===== src/hw/sar_ctl_pkg.sv =====
// Shared constants and types for the successive-approximation conversion control.
// Assumes a 16-bit word-addressed register port and a single system clock.
package sar_ctl_pkg;

  // Register word addresses.
  localparam logic [15:0] CTRL_ADDR = 16'h7012;
  localparam logic [15:0] DATA_ADDR = 16'h7014;

  // Control word field positions and reset value.
  localparam int          START_BIT     = 15;
  localparam int          INPUT_CHANNEL_SELECT_LSB     = 12;
  localparam int          EXT_BIT       = 11;
  localparam int          ONE_SHOT_BIT  = 10;
  localparam logic [15:0] CTRL_RESET    = 16'h0000;

  // Result word field positions.
  localparam int          BUSY_BIT      = 15;
  localparam int          CHAN_LSB      = 12;

  // Channel codes and switch patterns.
  localparam int          NUM_INPUTS    = 6;
  localparam logic [2:0]  LAST_CHANNEL  = 3'h5;
  localparam logic [5:0]  SWITCH_NONE   = 6'h00;

  // Converter timing, counted in converter clock ticks, then the first trial code and its top bit.
  localparam logic [5:0]  BUSY_DELAY    = 6'h03;
  localparam logic [5:0]  CONV_CYCLES   = 6'h20;
  localparam logic [5:0]  CONV_LAST     = 6'(CONV_CYCLES - 6'h01);
  localparam logic [5:0]  SAMP_NORM     = 6'h02;
  localparam logic [5:0]  SAMP_EXT      = 6'h0c;
  localparam logic [1:0]  SLOT_NORM     = 2'h3;
  localparam logic [1:0]  SLOT_EXT      = 2'h2;
  localparam logic [9:0]  TRIAL_INIT    = 10'h200;
  localparam logic [3:0]  TOP_BIT       = 4'h9;

  // Control word, packed in its register bit order.
  typedef struct packed {
    logic       conversion_start_bit;
    logic [2:0] input_channel_select;
    logic       extended_sampling_mode;
    logic       one_shot_mode;
    logic [9:0] spare;
  } ctrl_s;

  // One register access from the processor side.
  typedef struct packed {
    logic        wr;
    logic        rd;
    logic [15:0] addr;
    logic [15:0] wdata;
  } reg_req_s;

  typedef enum logic [2:0] {
    ST_IDLE = 3'b001,
    ST_WAIT = 3'b010,
    ST_CONV = 3'b100
  } conv_state_e;

endpackage


===== src/hw/conv_tick_divider.sv =====
// Divides the system clock into a one-cycle converter tick.
// Assumes the divisor is static while conversions run.
`timescale 1ns/10ps
`default_nettype none
module conv_tick_divider
  import sar_ctl_pkg::*;
(
  // Clock and reset
  input  wire logic        ref_clk,
  input  wire logic        rst_b,
  // Divisor, tick rate is ref_clk / (div + 1)
  input  wire logic [14:0] div,
  // Converter tick
  output logic             tick
);

  typedef struct packed {
    logic [14:0] cnt;
    logic        tick;
  } div_state_s;

  div_state_s q;
  div_state_s d;

  always_comb begin
    d      = q;
    d.tick = 1'b0;
    if (q.cnt >= div) begin
      d.cnt  = '0;
      d.tick = 1'b1;
    end else begin
      d.cnt = 15'(q.cnt + 15'h0001);
    end
  end

  always_ff @(posedge ref_clk) begin
    if (!rst_b) begin
      q <= '0;
    end else begin
      q <= d;
    end
  end

  assign tick = q.tick;

endmodule
`default_nettype wire


===== src/hw/sar_conversion_control.sv =====
// Conversion control for a 10-bit successive-approximation converter.
// Assumes a synchronous register port on ref_clk and an asynchronous comparator output.
`timescale 1ns/10ps
`default_nettype none
module sar_conversion_control
  import sar_ctl_pkg::*;
(
  // Clock and reset
  input  wire logic       ref_clk,
  input  wire logic       rst_b,
  // Register port
  input  wire reg_req_s   req,
  output logic [15:0]     reg_rdata,
  // Converter clock divisor
  input  wire logic [14:0] sar_clk_div,
  // Analog side
  output logic [5:0]      switch_en,
  output logic            sample_en,
  output logic            cmp_strobe,
  output logic [9:0]      dac_code,
  input  wire logic       comp_in
);

  typedef struct packed {
    conv_state_e fsm;
    ctrl_s       ctrl;
    logic        armed;
    logic        busy;
    logic [2:0]  res_chan;
    logic [9:0]  res_data;
    logic [9:0]  trial;
    logic [3:0]  bit_idx;
    logic [1:0]  slot;
    logic [5:0]  cnt;
    logic        conv_ext;
    logic        conv_one;
    logic        comp_meta;
    logic        comp_sync;
    logic [5:0]  switch_q;
    logic [15:0] rdata;
  } state_s;

  state_s q;
  state_s d;
  logic   tick;
  logic   in_bits;
  logic   decide;

  function automatic logic [5:0] switch_decode(input logic [2:0] chan);
    logic [5:0] pat;
    pat = SWITCH_NONE;
    if (chan <= LAST_CHANNEL) begin
      pat = 6'(6'h01 << chan);
    end
    return pat;
  endfunction

  function automatic logic [5:0] samp_len(input logic ext);
    return ext ? SAMP_EXT : SAMP_NORM;
  endfunction

  function automatic logic [1:0] slot_len(input logic ext);
    return ext ? SLOT_EXT : SLOT_NORM;
  endfunction

  conv_tick_divider u_div (
    .ref_clk (ref_clk),
    .rst_b   (rst_b),
    .div     (sar_clk_div),
    .tick    (tick)
  );

  // Extended timing trades settle slots for sample slots so the total stays fixed.
  assign in_bits = (q.fsm == ST_CONV) && (q.cnt >= samp_len(q.conv_ext));
  assign decide  = in_bits && (q.slot == 2'(slot_len(q.conv_ext) - 2'h1));

  always_comb begin
    d           = q;
    d.comp_meta = comp_in;
    d.comp_sync = q.comp_meta;
    d.switch_q  = switch_decode(q.ctrl.input_channel_select);
    if (!q.ctrl.conversion_start_bit) begin
      d.armed = 1'b1;
    end
    case (q.fsm)
      ST_IDLE: begin
        if (q.ctrl.conversion_start_bit && q.armed) begin
          d.fsm = ST_WAIT;
          d.cnt = '0;
        end
      end
      ST_WAIT: begin
        if (tick) begin
          if (q.cnt == 6'(BUSY_DELAY - 6'h01)) begin
            d.fsm      = ST_CONV;
            d.busy     = 1'b1;
            d.cnt      = '0;
            d.slot     = '0;
            d.trial    = TRIAL_INIT;
            d.bit_idx  = TOP_BIT;
            d.conv_ext = q.ctrl.extended_sampling_mode;
            d.conv_one = q.ctrl.one_shot_mode;
          end else begin
            d.cnt = 6'(q.cnt + 6'h01);
          end
        end
      end
      ST_CONV: begin
        if (tick) begin
          d.cnt = 6'(q.cnt + 6'h01);
          if (in_bits) begin
            if (decide) begin
              d.slot = '0;
              if (!q.comp_sync) begin
                d.trial[q.bit_idx] = 1'b0;
              end
              if (q.bit_idx != 4'h0) begin
                d.trial[4'(q.bit_idx - 4'h1)] = 1'b1;
                d.bit_idx = 4'(q.bit_idx - 4'h1);
              end
            end else begin
              d.slot = 2'(q.slot + 2'h1);
            end
          end
          if (q.cnt == CONV_LAST) begin
            d.busy     = 1'b0;
            d.res_data = d.trial;
            d.res_chan = q.ctrl.input_channel_select;
            if (q.conv_one) begin
              d.ctrl.conversion_start_bit = 1'b0;
              d.armed = 1'b0;
              d.fsm   = ST_IDLE;
            end else if (q.ctrl.conversion_start_bit) begin
              d.fsm = ST_WAIT;
              d.cnt = '0;
            end else begin
              d.fsm = ST_IDLE;
            end
          end
        end
      end
      default: begin
        d.fsm = ST_IDLE;
      end
    endcase
    // A software write lands last, so a start written in the completion cycle is kept.
    if (req.wr && (req.addr == CTRL_ADDR)) begin
      d.ctrl = ctrl_s'(req.wdata);
    end
    if (req.rd) begin
      case (req.addr)
        CTRL_ADDR: d.rdata = 16'(q.ctrl);
        DATA_ADDR: d.rdata = {q.busy, q.res_chan, 2'h0, q.res_data};
        default:   d.rdata = 16'h0000;
      endcase
    end
  end

  always_ff @(posedge ref_clk) begin
    if (!rst_b) begin
      q       <= '0;
      q.fsm   <= ST_IDLE;
      q.ctrl  <= ctrl_s'(CTRL_RESET);
      q.armed <= 1'b1;
    end else begin
      q <= d;
    end
  end

  assign reg_rdata  = q.rdata;
  assign switch_en  = q.switch_q;
  assign dac_code   = q.trial;
  assign sample_en  = (q.fsm == ST_CONV) && !in_bits;
  assign cmp_strobe = decide && tick;
endmodule
`default_nettype wire


===== config.mk =====
export PLATFORM = sky130hd
export DESIGN_NAME = sar_conversion_control
export DESIGN_NICKNAME = d
export VERILOG_FILES = /design/src/hw/sar_ctl_pkg.sv /design/src/hw/conv_tick_divider.sv /design/src/hw/sar_conversion_control.sv
export SDC_FILE = /design/constraint.sdc
export NUM_CORES = 1
export LEC_CHECK = 0
export BUFFER_PORTS_ARGS = -buffer_cell sky130_fd_sc_hd__buf_2
export CAP_MARGIN = 20
export CORE_ASPECT_RATIO = 0.7
export CORE_UTILIZATION = 49
export CTS_CLUSTER_SIZE = 40
export DETAILED_ROUTE_END_ITERATION = 8
export PLACE_DENSITY = 0.74
export SYNTH_ARGS = -nofsm -noshare
export SYNTH_HDL_FRONTEND = slang
export SYNTH_SLANG_ARGS = --single-unit

===== constraint.sdc =====
create_clock -name ref_clk -period 2.59 [get_ports ref_clk]
set_input_delay 0.259 -clock ref_clk [delete_from_list [all_inputs] [get_ports ref_clk]]
set_output_delay 0.259 -clock ref_clk [all_outputs]
set_load 0.01 [all_outputs]

==> flow_metrics.py, run 1 <==
metrics = {
    "outcome": {
        "outcome": "finished clean",
    },
    "clock_network": {
        "cts_buffers": 9,
        "insertion_delay_ps": 350,
        "cts_tree": "built",
        "clk_pin_slew_ps": 70,
        "cts_root_buffer": "clkbuf_16",
        "cts_sinks": 98,
        "post-cts-setup-buffers": 0,
        "clockBufferDepth": 2,
        "htree_levels": 3,
    },
    "logic_synthesis": {
        "ys_types": 87,
        "synth_cells": 624,
        "synth_area_um2": 5350,
        "synthFlopType": "dfxtp_1",
        "yosysTopAreaCellShare_pct": 36.7,
        "synth.net_count": 697,
        "yosys-top-cells-area": "dfxtp_1 37%, a21oi_1 5.7%, ha_1 4.9%",
        "ys_seq_area_share_pct": 36.7,
        "syn_area_per_cell_um2": 8.58,
        "yosys.area.top_type": "dfxtp_1",
        "async_flop_share_pct": 0,
        "yosysWarnings": 0,
        "ys_seq_elements": 98,
        "synth_edf_count": 0,
    },
    "drt": {
        "vias": 4879,
        "drc": 0,
        "wl_per_cell_um": 16.9,
        "drtIter0Drc": 485,
        "antenna_left": 0,
        "drt-total-wl_mm": 13.5,
        "dr.pass1.iters": 5,
        "routed_via_density": 6.09,
    },
    "layout": {
        "drive_gt1_share_pct": 22.1,
        "finalInstanceArea_um2": 5910,
        "area_growth_pct": 10.4,
        "multi_input_area_um2": 2850,
        "final_util_pct": 56.4,
        "final_nets": 738,
        "diodes": 0,
        "fillCellCount": 966,
        "seq_area_um2": 1960,
    },
    "placement": {
        "placed_area_um2": 5590,
        "place_ws_ps": 302,
        "post-dp-hpwl_mm": 9.77,
        "globalplace.congestion": 0.912,
        "portBuffers": 85,
    },
    "pwr": {
        "switching_share_pct": 23.6,
        "intPower_uw": 2360,
        "seqPwrFrac_pct": 50.0,
        "p_sw_uw": 728,
        "p_leak_uw": 0.00222,
        "ir_drop_uv": 278,
        "p_clk_share_pct": 44.3,
        "p_comb_share_pct": 5.7,
        "p_total_uw": 3090,
        "pwr_density_cell_nw_per_um2": 523,
    },
    "critical_path": {
        "worstSetupStartpointType": "flop",
        "path_cells": "inv_1 -> ha_1 -> nand2b_1 -> o221a_2 -> o21ai_2 -> buf_6 -> nor2_1 -> buf_2",
        "ff2ff_setup_slack_ps": 290,
        "rr_worst_depth": 6,
        "crit-reg2reg-launch": "u_div.q[6]$_SDFF_PP0_",
        "worstPathRequired_ps": 2330,
        "slowest_delay_ps": 380,
        "worstPathMaxFanout": 13,
        "slowest_stage": "dfxtp_2",
        "setup.worst_path.end_class": "output pin",
        "critPathKind": "reg2out",
        "critical_path_arrival_ps": 2190,
        "timing.rr.end": "u_div.q[12]$_SDFF_PP0_",
    },
    "timing": {
        "setup_viol": 0,
        "rsz0062_at_grt": "false",
        "final.setup.tns_ps": 0,
        "slew_violations": 0,
        "setup_ws_ps": 144,
        "worst_pin_slew_ps": 1030,
        "fmax_mhz": 409,
        "period_needed_ps": 2450,
        "hold_viol_final": 0,
        "post-route-period-util_pct": 94.5,
        "fin_worst_skew_ps": 9.30,
        "relSlewSlack_pct": 31.4,
    },
    "worst_hold_path": {
        "worstHoldPathCells": 2,
        "worstHoldStart": "comp_in",
        "min_path_type": "in2reg",
        "worst_hold_path.endpoint": "d[22]$_SDFF_PN0_",
    },
    "grt": {
        "grt_util_all_layers_pct": 23.9,
        "grt_pass1_vias": 4269,
        "grt_pass1_wl_mm": 21.3,
        "antenna_found_initial": 0,
        "grt_remaining_overflow": 0,
        "grt_max_degree": 52,
    },
    "floorplanning": {
        "initial_utilization_pct": 51.1,
        "die_h_um": 89.4,
        "die_area_um2": 11300,
        "core_area_um2": 10500,
        "io_pins": 86,
        "rows": 31,
        "die_width_um": 127,
    },
    "run": {
        "maxCapViolations": 0,
    },
}
-- layer usage --
metal,up-vias,part of all wire [%],track usage (%)
met5,-,0,0
met1,2361,48,34.0
met3,13,6.5,4.73
met4,0,1.0,6.17
li1,2338,-,-
met2,167,44,37.2
-- registers in the layout, summed over array words and instances, names as in the netlist --
register / count
q: 49
reg_rdata: 16
u_div.q: 15
dac_code: 10
switch_en: 6
d: 1
u_div.tick: 1
-- cell usage in the layout, fill, tap and decap left out, types with 4 or more instances in the layout --
cell / synthesis / routed
a21oi_1: 61 / 61
nand2b_1: 10 / 10
clkbuf_16: 0 / 9
nor4_1: 9 / 9
a22oi_1: 17 / 17
nand2_1: 53 / 53
a31oi_1: 8 / 8
o21ai_2: 4 / 4
buf_2: 8 / 85
o31ai_1: 6 / 6
and3_1: 4 / 4
o211ai_1: 10 / 10
nand4_1: 8 / 8
nor2b_1: 5 / 4
ha_1: 21 / 21
xnor2_1: 10 / 10
or3_1: 4 / 4
nand3b_1: 5 / 5
nor2_1: 24 / 24
nor3_1: 14 / 14
buf_4: 32 / 8
dfxtp_1: 98 / 97
nand3_1: 32 / 32
inv_1: 30 / 30
o21ai_0: 40 / 40
o21ai_1: 4 / 4
-- through the flow --
step / instances / hold slack, ps
global route: 801 / 133
finish: 801 / 120
CTS: 801 / 115
floorplan: 624 / 386
detailed placement: 786 / 418
global placement: 786 / 419
-- power groups by stage --
stage / clock (uW) / sequential (uW) / combinational [uW]
3_3_place_gp: 0 / 1580 / 169
5_1_grt: 1440 / 1550 / 196
3_5_place_dp: 0 / 1580 / 173
4_1_cts: 1380 / 1540 / 174
2_1_floorplan: 0 / 1570 / 123
6_report: 1370 / 1540 / 175
-- Yosys cell counts, types with 3 or more instances --
cell type and instances:
nand4_1 8, or3_1 4, buf_6 3, o211ai_1 10
nand3b_1 5, a41oi_1 3, inv_1 30, nor3_1 14
dfxtp_1 98, nand2b_1 10, o31ai_1 6, o21a_1 3
o21ai_0 40, clkbuf_8 3, xor2_1 3, a21oi_1 61
and3_1 4, ha_1 21, nor2b_1 5, o21ai_2 4
a22oi_1 17, o21ai_1 4, or3b_4 3, buf_4 32
clkbuf_1 17, nand2_1 53, xnor2_1 10, nand3_1 32
nor3b_2 3, a31oi_1 8, buf_2 8, nor2_1 24
nor4_1 9
-- worst max-delay path: cells and delay by family, from the launching register on --
| family | cells | cell delay, ps |
|---|---|---|
| compound gates | 2 | 500 |
| fa+ha+maj | 1 | 260 |
| buf+inv | 3 | 410 |
| flops | 1 | 380 |
| simple gates | 2 | 280 |
-- worst max path at each step --
stage	slack [ps]	to	startpoint	cells past startpoint
after global placement	430	u_div.q[6]$_SDFF_PP0_	sar_clk_div[12]	8
after global routing	30	cmp_strobe	q[25]$_SDFFE_PN0P_	8
final	140	cmp_strobe	q[25]$_SDFFE_PN0P_	8
after floorplan	700	q[55]$_SDFFE_PN0P_	q[25]$_SDFFE_PN0P_	8
after detailed placement	300	u_div.q[14]$_SDFF_PP0_	sar_clk_div[6]	8
after CTS	80	cmp_strobe	q[25]$_SDFFE_PN0P_	8
-- cell type report --
cell class,count,share of cell area (%)
multi-input cells,430,48.3
flip-flops and latches,98,33.2
repair buffers,94,8.41
clock buffers,9,3.81
well taps,132,2.79
inverters,32,2.27
clock inverters,6,1.23
-- logic make-up after synthesis --
kind of cell | after synthesis | share of synthesized area [%]
adders and majority gates | 21 | 4.91
DFF | 98 | 36.7
muxes | 1 | 0.187
xor gates and xnor gates | 13 | 2.13
AOI/OAI and AO/OA | 194 | 24.4
and+or+nand+nor | 201 | 21.3
buffers and inverters | 96 | 10.4
-- what timing repair did --
| action | in CTS | in global routing |
|---|---|---|
| gates resized for setup | 0 | 4 |
| setup endpoints to repair | 0 | 2 |
| hold buffers | 0 | 0 |
(Power assumes the default switching activity.)
==> run 2: changes to the inputs <==
Settings changed: ABC_AREA set to 1.
==> run 2 against run 1 <==
  * Largest cell class unchanged
  * Sequential cell count unchanged
  * Critical endpoint is now sample_en
  * First-iteration DRC count down 44%
  * Largest power group unchanged
  * Core utilization about the same
  * Worst setup slack better by 400 ps
  * Area after synthesis down 0.91%
  * Global-route usage down 1.8 points
==> flow_metrics.py, run 2 <==
metrics = {
    "critical_path": {
        "critPathKind": "reg2out",
        "setup.worst_path.end_class": "output pin",
        "worstPathMaxFanout": 6,
        "worstSetupStartpointType": "flop",
        "critical_path_arrival_ps": 1790,
        "worstPathRequired_ps": 2330,
        "slowest_delay_ps": 360,
        "slowest_stage": "dfxtp_1",
        "cp_top_family": "simple AND/OR/NAND/NOR gates",
        "path_buf_inv": 2,
        "path_cells": "inv_1 -> ha_1 -> nand2_1 -> nand2_1 -> nor2_2 -> nand2_4 -> nor2_2 -> buf_2",
    },
    "grt": {
        "grt_pass1_wl_mm": 20.0,
        "grt_remaining_overflow": 0,
        "grt_util_all_layers_pct": 22.1,
        "grt_pass1_vias": 4389,
        "antenna_found_initial": 0,
        "grt_max_degree": 31,
    },
    "logic_synthesis": {
        "ys_types": 35,
        "synth_top_family_by_area": "simple AND/OR/NAND/NOR gates",
        "synth_cells": 747,
        "synthFlopType": "dfxtp_1",
        "yosysMostFrequentCell": "nand2_1",
        "synth-simple-area-share_pct": 26.0,
        "yosys.area.top_type": "dfxtp_1",
        "synthMuxAreaShare_pct": 0,
        "synthAdderAreaFrac_pct": 4.96,
        "ys_seq_area_share_pct": 37.0,
        "yosysWarnings": 0,
        "synth_edf_count": 0,
        "yosys.area_share.xor_xnor_pct": 2.31,
        "ys_seq_elements": 98,
        "syn_area_per_cell_um2": 7.10,
        "async_flop_share_pct": 0,
        "yosys-top-cells-area": "dfxtp_1 37%, nand2_1 7.7%, inv_1 7.1%",
        "synth-compound-area-share_pct": 15.0,
        "synth.top_cells.by_count": "109 x nand2_1, 100 x inv_1, 98 x dfxtp_1, 86 x nor2_1, 68 x a21oi_1",
        "yosysTopAreaCellShare_pct": 37.0,
        "synth_area_um2": 5300,
        "synth.net_count": 820,
    },
    "timing": {
        "relSlewSlack_pct": 43.7,
        "fmax_mhz": 488,
        "post-route-period-util_pct": 79.1,
        "setup_ws_ps": 540,
        "slew_violations": 0,
        "hold_viol_final": 0,
        "period_needed_ps": 2050,
        "worst_pin_slew_ps": 843,
        "whs_ps": 106,
        "final.setup.tns_ps": 0,
        "setup_viol": 0,
        "fin_worst_skew_ps": 7.09,
        "rsz0062_at_grt": "false",
    },
    "drt": {
        "drtIter0Drc": 271,
        "antenna_left": 0,
        "vias": 4766,
        "drt-total-wl_mm": 11.8,
        "drc": 0,
        "dr.pass1.iters": 5,
        "wl_per_cell_um": 12.7,
        "routed_via_density": 5.13,
    },
    "floorplanning": {
        "io_pins": 86,
        "die_width_um": 126,
        "rows": 31,
        "core_area_um2": 10400,
        "die_h_um": 89.0,
        "die_area_um2": 11200,
        "initial_utilization_pct": 50.8,
    },
    "outcome": {
        "outcome": "finished clean",
    },
    "layout": {
        "final_common_cell": "nand2_1",
        "fillCellCount": 1009,
        "final_cells": 929,
        "final_nets": 865,
        "final_cell_mix": "109 x nand2_1, 100 x inv_1, 98 x dfxtp_1, 86 x nor2_1, 85 x buf_2",
        "area_growth_pct": 11.0,
        "drive_gt1_share_pct": 18.8,
        "diodes": 0,
        "largest-register": "q",
        "largest_reg_flops": 49,
    },
    "clock_network": {
        "cts_resized": 0,
        "ctsHoldBuffers": 0,
        "cts_root_buffer": "clkbuf_16",
        "post-cts-setup-buffers": 0,
        "clockBufferDepth": 2,
        "cts_buffers": 9,
        "clk_pin_slew_ps": 70,
        "cts_sinks": 98,
        "cts_tree": "built",
        "insertion_delay_ps": 350,
        "htree_levels": 3,
    },
    "pwr": {
        "ir_drop_uv": 411,
        "pwr_density_cell_nw_per_um2": 546,
        "p_leak_uw": 0.00273,
        "p_total_uw": 3210,
    },
    "worst_hold_path": {
        "min_path_type": "in2reg",
    },
    "placement": {
        "post-dp-hpwl_mm": 8.79,
        "portBuffers": 85,
        "place_ws_ps": 515,
        "globalplace.congestion": 0.872,
        "post-place-cells": 913,
    },
    "run": {
        "maxCapViolations": 0,
    },
}
[run 2: cell types whose count changed after synthesis, sizes merged, moves of 17 or more]
cell / delta
a22oi: -17
o21ai: +25
inv: +80
nand2: +73
nor2: +71
[run 2: cells by family after synthesis]
family | count (synthesis)
flip-flops | 98
adder cells (fa/ha/maj) | 21
buffers and inverters | 167
XOR/XNOR | 14
AND/OR/NAND/NOR | 293
AO/OA/AOI/OAI | 154
[run 2: layout make-up]
class / instances / area (um2) / area share [%]
Multi-Input combinational cell: 482 / 2560 / 43.5
Clock buffer: 11 / 253 / 4.30
Inverter: 111 / 419 / 7.12
Sequential cell: 98 / 1960 / 33.3
Tap cell: 132 / 165 / 2.81
Timing Repair Buffer: 90 / 463 / 7.87
Clock inverter: 5 / 62.6 / 1.06
[run 2: metal layers]
layer,global-route usage [%],share of wire [%]
met1,28.4,49
met5,0,0
met4,9.09,1.8
met2,36.2,44
met3,5.33,5.2
[run 2: worst paths after layout]
check	start	endpoint	slack, ps	depth (start not counted)
max reg2reg	q[25]$_SDFFE_PN0P_	dac_code[4]$_SDFFE_PN0P_	640	11
min	comp_in	d[22]$_SDFF_PN0_	110	3
max	q[25]$_SDFFE_PN0P_	sample_en	540	8
min reg2reg	d[22]$_SDFF_PN0_	q[22]$_SDFF_PN0_	410	2
[run 2: tightest hold or removal path, cell delays in order]
cell and delay (ps):
buf_2 80, nand2_1 40, inv_1 40
[run 2: power breakdown]
| group | switching (uW) | total, uW | internal (uW) |
|---|---|---|---|
| Sequential | 17.6 | 1550 | 1530 |
| Combinational | 167 | 264 | 96.3 |
| Clock | 593 | 1400 | 805 |
[run 2: through the flow]
stage | util, % | area [um2]
2_1_floorplan | - | 5300
3_3_place_gp | 53.4 | 5570
3_5_place_dp | 53.4 | 5570
4_1_cts | 56.4 | 5880
5_1_grt | 56.4 | 5880
6_report | 56.4 | 5880
==> run 3: changes to the inputs <==
Clock period 2.59 ns to 2.15 ns, I/O delays scaled along.
==> run 3 against run 2 <==
  * Register-to-register slack worse by 420 ps
  * Clock power up 28%
  * Core utilization up 0.62 points
  * Via count up 0.48%
  * Clock skew about the same
  * Combinational power up 21%
==> flow_metrics.py, run 3 (synthesis gave the netlist of run 2 again) <==
metrics = {
    "pwr": {
        "pwr_density_cell_nw_per_um2": 668,
        "p_leak_uw": 0.00277,
        "ir_drop_uv": 403,
    },
    "timing": {
        "whs_ps": 60.5,
        "post-route-period-util_pct": 93.6,
        "hold_viol_final": 0,
        "slew_violations": 0,
        "fmax_mhz": 497,
        "relSlewSlack_pct": 69.2,
        "setup_ws_ps": 138,
        "fin_worst_skew_ps": 6.92,
        "setup_viol": 0,
        "period_needed_ps": 2010,
        "rsz0062_at_grt": "true",
        "worst_pin_slew_ps": 461,
    },
    "floorplanning": {
        "die_width_um": 126,
        "initial_utilization_pct": 50.8,
        "die_h_um": 89.0,
        "rows": 31,
        "die_area_um2": 11200,
        "io_pins": 86,
        "core_area_um2": 10400,
    },
    "placement": {
        "place_ws_ps": 244,
        "placed_area_um2": 5610,
        "globalplace.congestion": 0.874,
        "portBuffers": 85,
        "post-dp-hpwl_mm": 8.87,
    },
    "critical_path": {
        "critPathKind": "reg2out",
        "worstPathRequired_ps": 1930,
        "critical_path_arrival_ps": 1800,
        "setup.worst_path.end_class": "output pin",
        "worstPathMaxFanout": 6,
        "worstSetupStartpointType": "flop",
    },
    "layout": {
        "drive_gt1_share_pct": 19.3,
        "finalInstanceArea_um2": 5950,
        "largest-register": "q",
        "fillCellCount": 975,
        "diodes": 0,
        "largest_reg_flops": 49,
        "final_common_cell": "nand2_1",
        "final_nets": 870,
        "area_growth_pct": 12.2,
        "final_cell_mix": "109 x nand2_1, 100 x inv_1, 98 x dfxtp_1, 86 x nor2_1, 85 x buf_2",
    },
    "clock_network": {
        "clockBufferDepth": 2,
        "insertion_delay_ps": 350,
        "cts_sinks": 98,
        "ctsHoldBuffers": 0,
        "clk_pin_slew_ps": 60,
        "cts_tree": "built",
        "post-cts-setup-buffers": 0,
        "cts_buffers": 9,
        "htree_levels": 3,
        "cts_root_buffer": "clkbuf_16",
    },
    "grt": {
        "grt_pass1_wl_mm": 19.6,
        "antenna_found_initial": 0,
        "grt_remaining_overflow": 0,
        "grt_pass1_vias": 4427,
        "grt_max_degree": 31,
        "grt_util_all_layers_pct": 21.8,
    },
    "drt": {
        "wl_per_cell_um": 12.7,
        "vias": 4789,
        "drc": 0,
        "routed_via_density": 5.13,
        "dr.pass1.iters": 5,
        "antenna_left": 0,
        "drtIter0Drc": 283,
        "drt-total-wl_mm": 11.9,
    },
    "run": {
        "maxCapViolations": 0,
    },
    "worst_hold_path": {
        "min_path_type": "in2reg",
    },
    "outcome": {
        "outcome": "finished clean",
    },
}
-- run 3: changes by cell type in the layout (fill, tap and decap cells not counted), sizes merged --
cell	delta
inv	+1
bufinv	+1
clkinv	-1
clkinvlp	-1
buf	+5
-- run 3: per-stage QoR --
step | total power, uW | cells | setup TNS, ps | utilization, %
floorplan | 2130 | 747 | 0 | -
global placement | 2210 | 918 | 0 | 53.7
detailed placement | 2220 | 918 | 0 | 53.7
CTS | 4000 | 934 | 0 | 57.0
global route | 4120 | 934 | -9.28 | 57.0
finish | 3970 | 934 | 0 | 57.0
-- run 3: worst paths after layout --
path                                          from                       end  slack (ps)  cells past startpoint
worst max-delay path            q[25]$_SDFFE_PN0P_                cmp_strobe         140                      9
worst min-delay path                       comp_in          d[22]$_SDFF_PN0_          60                      3
worst max register to register  q[25]$_SDFFE_PN0P_  dac_code[6]$_SDFFE_PN0P_         220                     11
worst min register to register    d[22]$_SDFF_PN0_          q[22]$_SDFF_PN0_         410                      2
-- run 3: area by class of cell --
class | instances | area, um2 | area share (%)
timing repair buffer | 95 | 500 | 8.41
clock buffer | 11 | 253 | 4.25
tap | 132 | 165 | 2.78
clock inverter | 5 | 85.1 | 1.43
inverter | 111 | 419 | 7.05
sequential | 98 | 1960 | 33.0
multi-input combinational | 482 | 2560 | 43.1
-- run 3: critical path: stages, from the launching register on --
cell and delay (ps):
dfxtp_1 340, inv_1 90, ha_1 310, nand2_1 60, nor2_2 90, nand2_1 90, nand2_4 120, nand4_1 130
inv_1 90, buf_2 130
-- run 3: where the power goes --
| group | internal [uW] | switching (uW) |
|---|---|---|
| Sequential | 1840 | 21.1 |
| Combinational | 119 | 201 |
| Clock | 1090 | 700 |
-- run 3: what timing repair did --
| action | in CTS | in global routing |
|---|---|---|
| gates resized for setup | 0 | 1 |
| endpoints found under the setup margin | 0 | 1 |
| hold endpoints to repair | 0 | 0 |
-- run 3: metal layers --
metal	part of all wire, %	up-vias	track usage, %
met3	5.5	14	5.03
met1	49	2167	28.1
met2	45	131	37.0
met5	0	-	0
met4	0.96	0	6.02
li1	-	2477	-
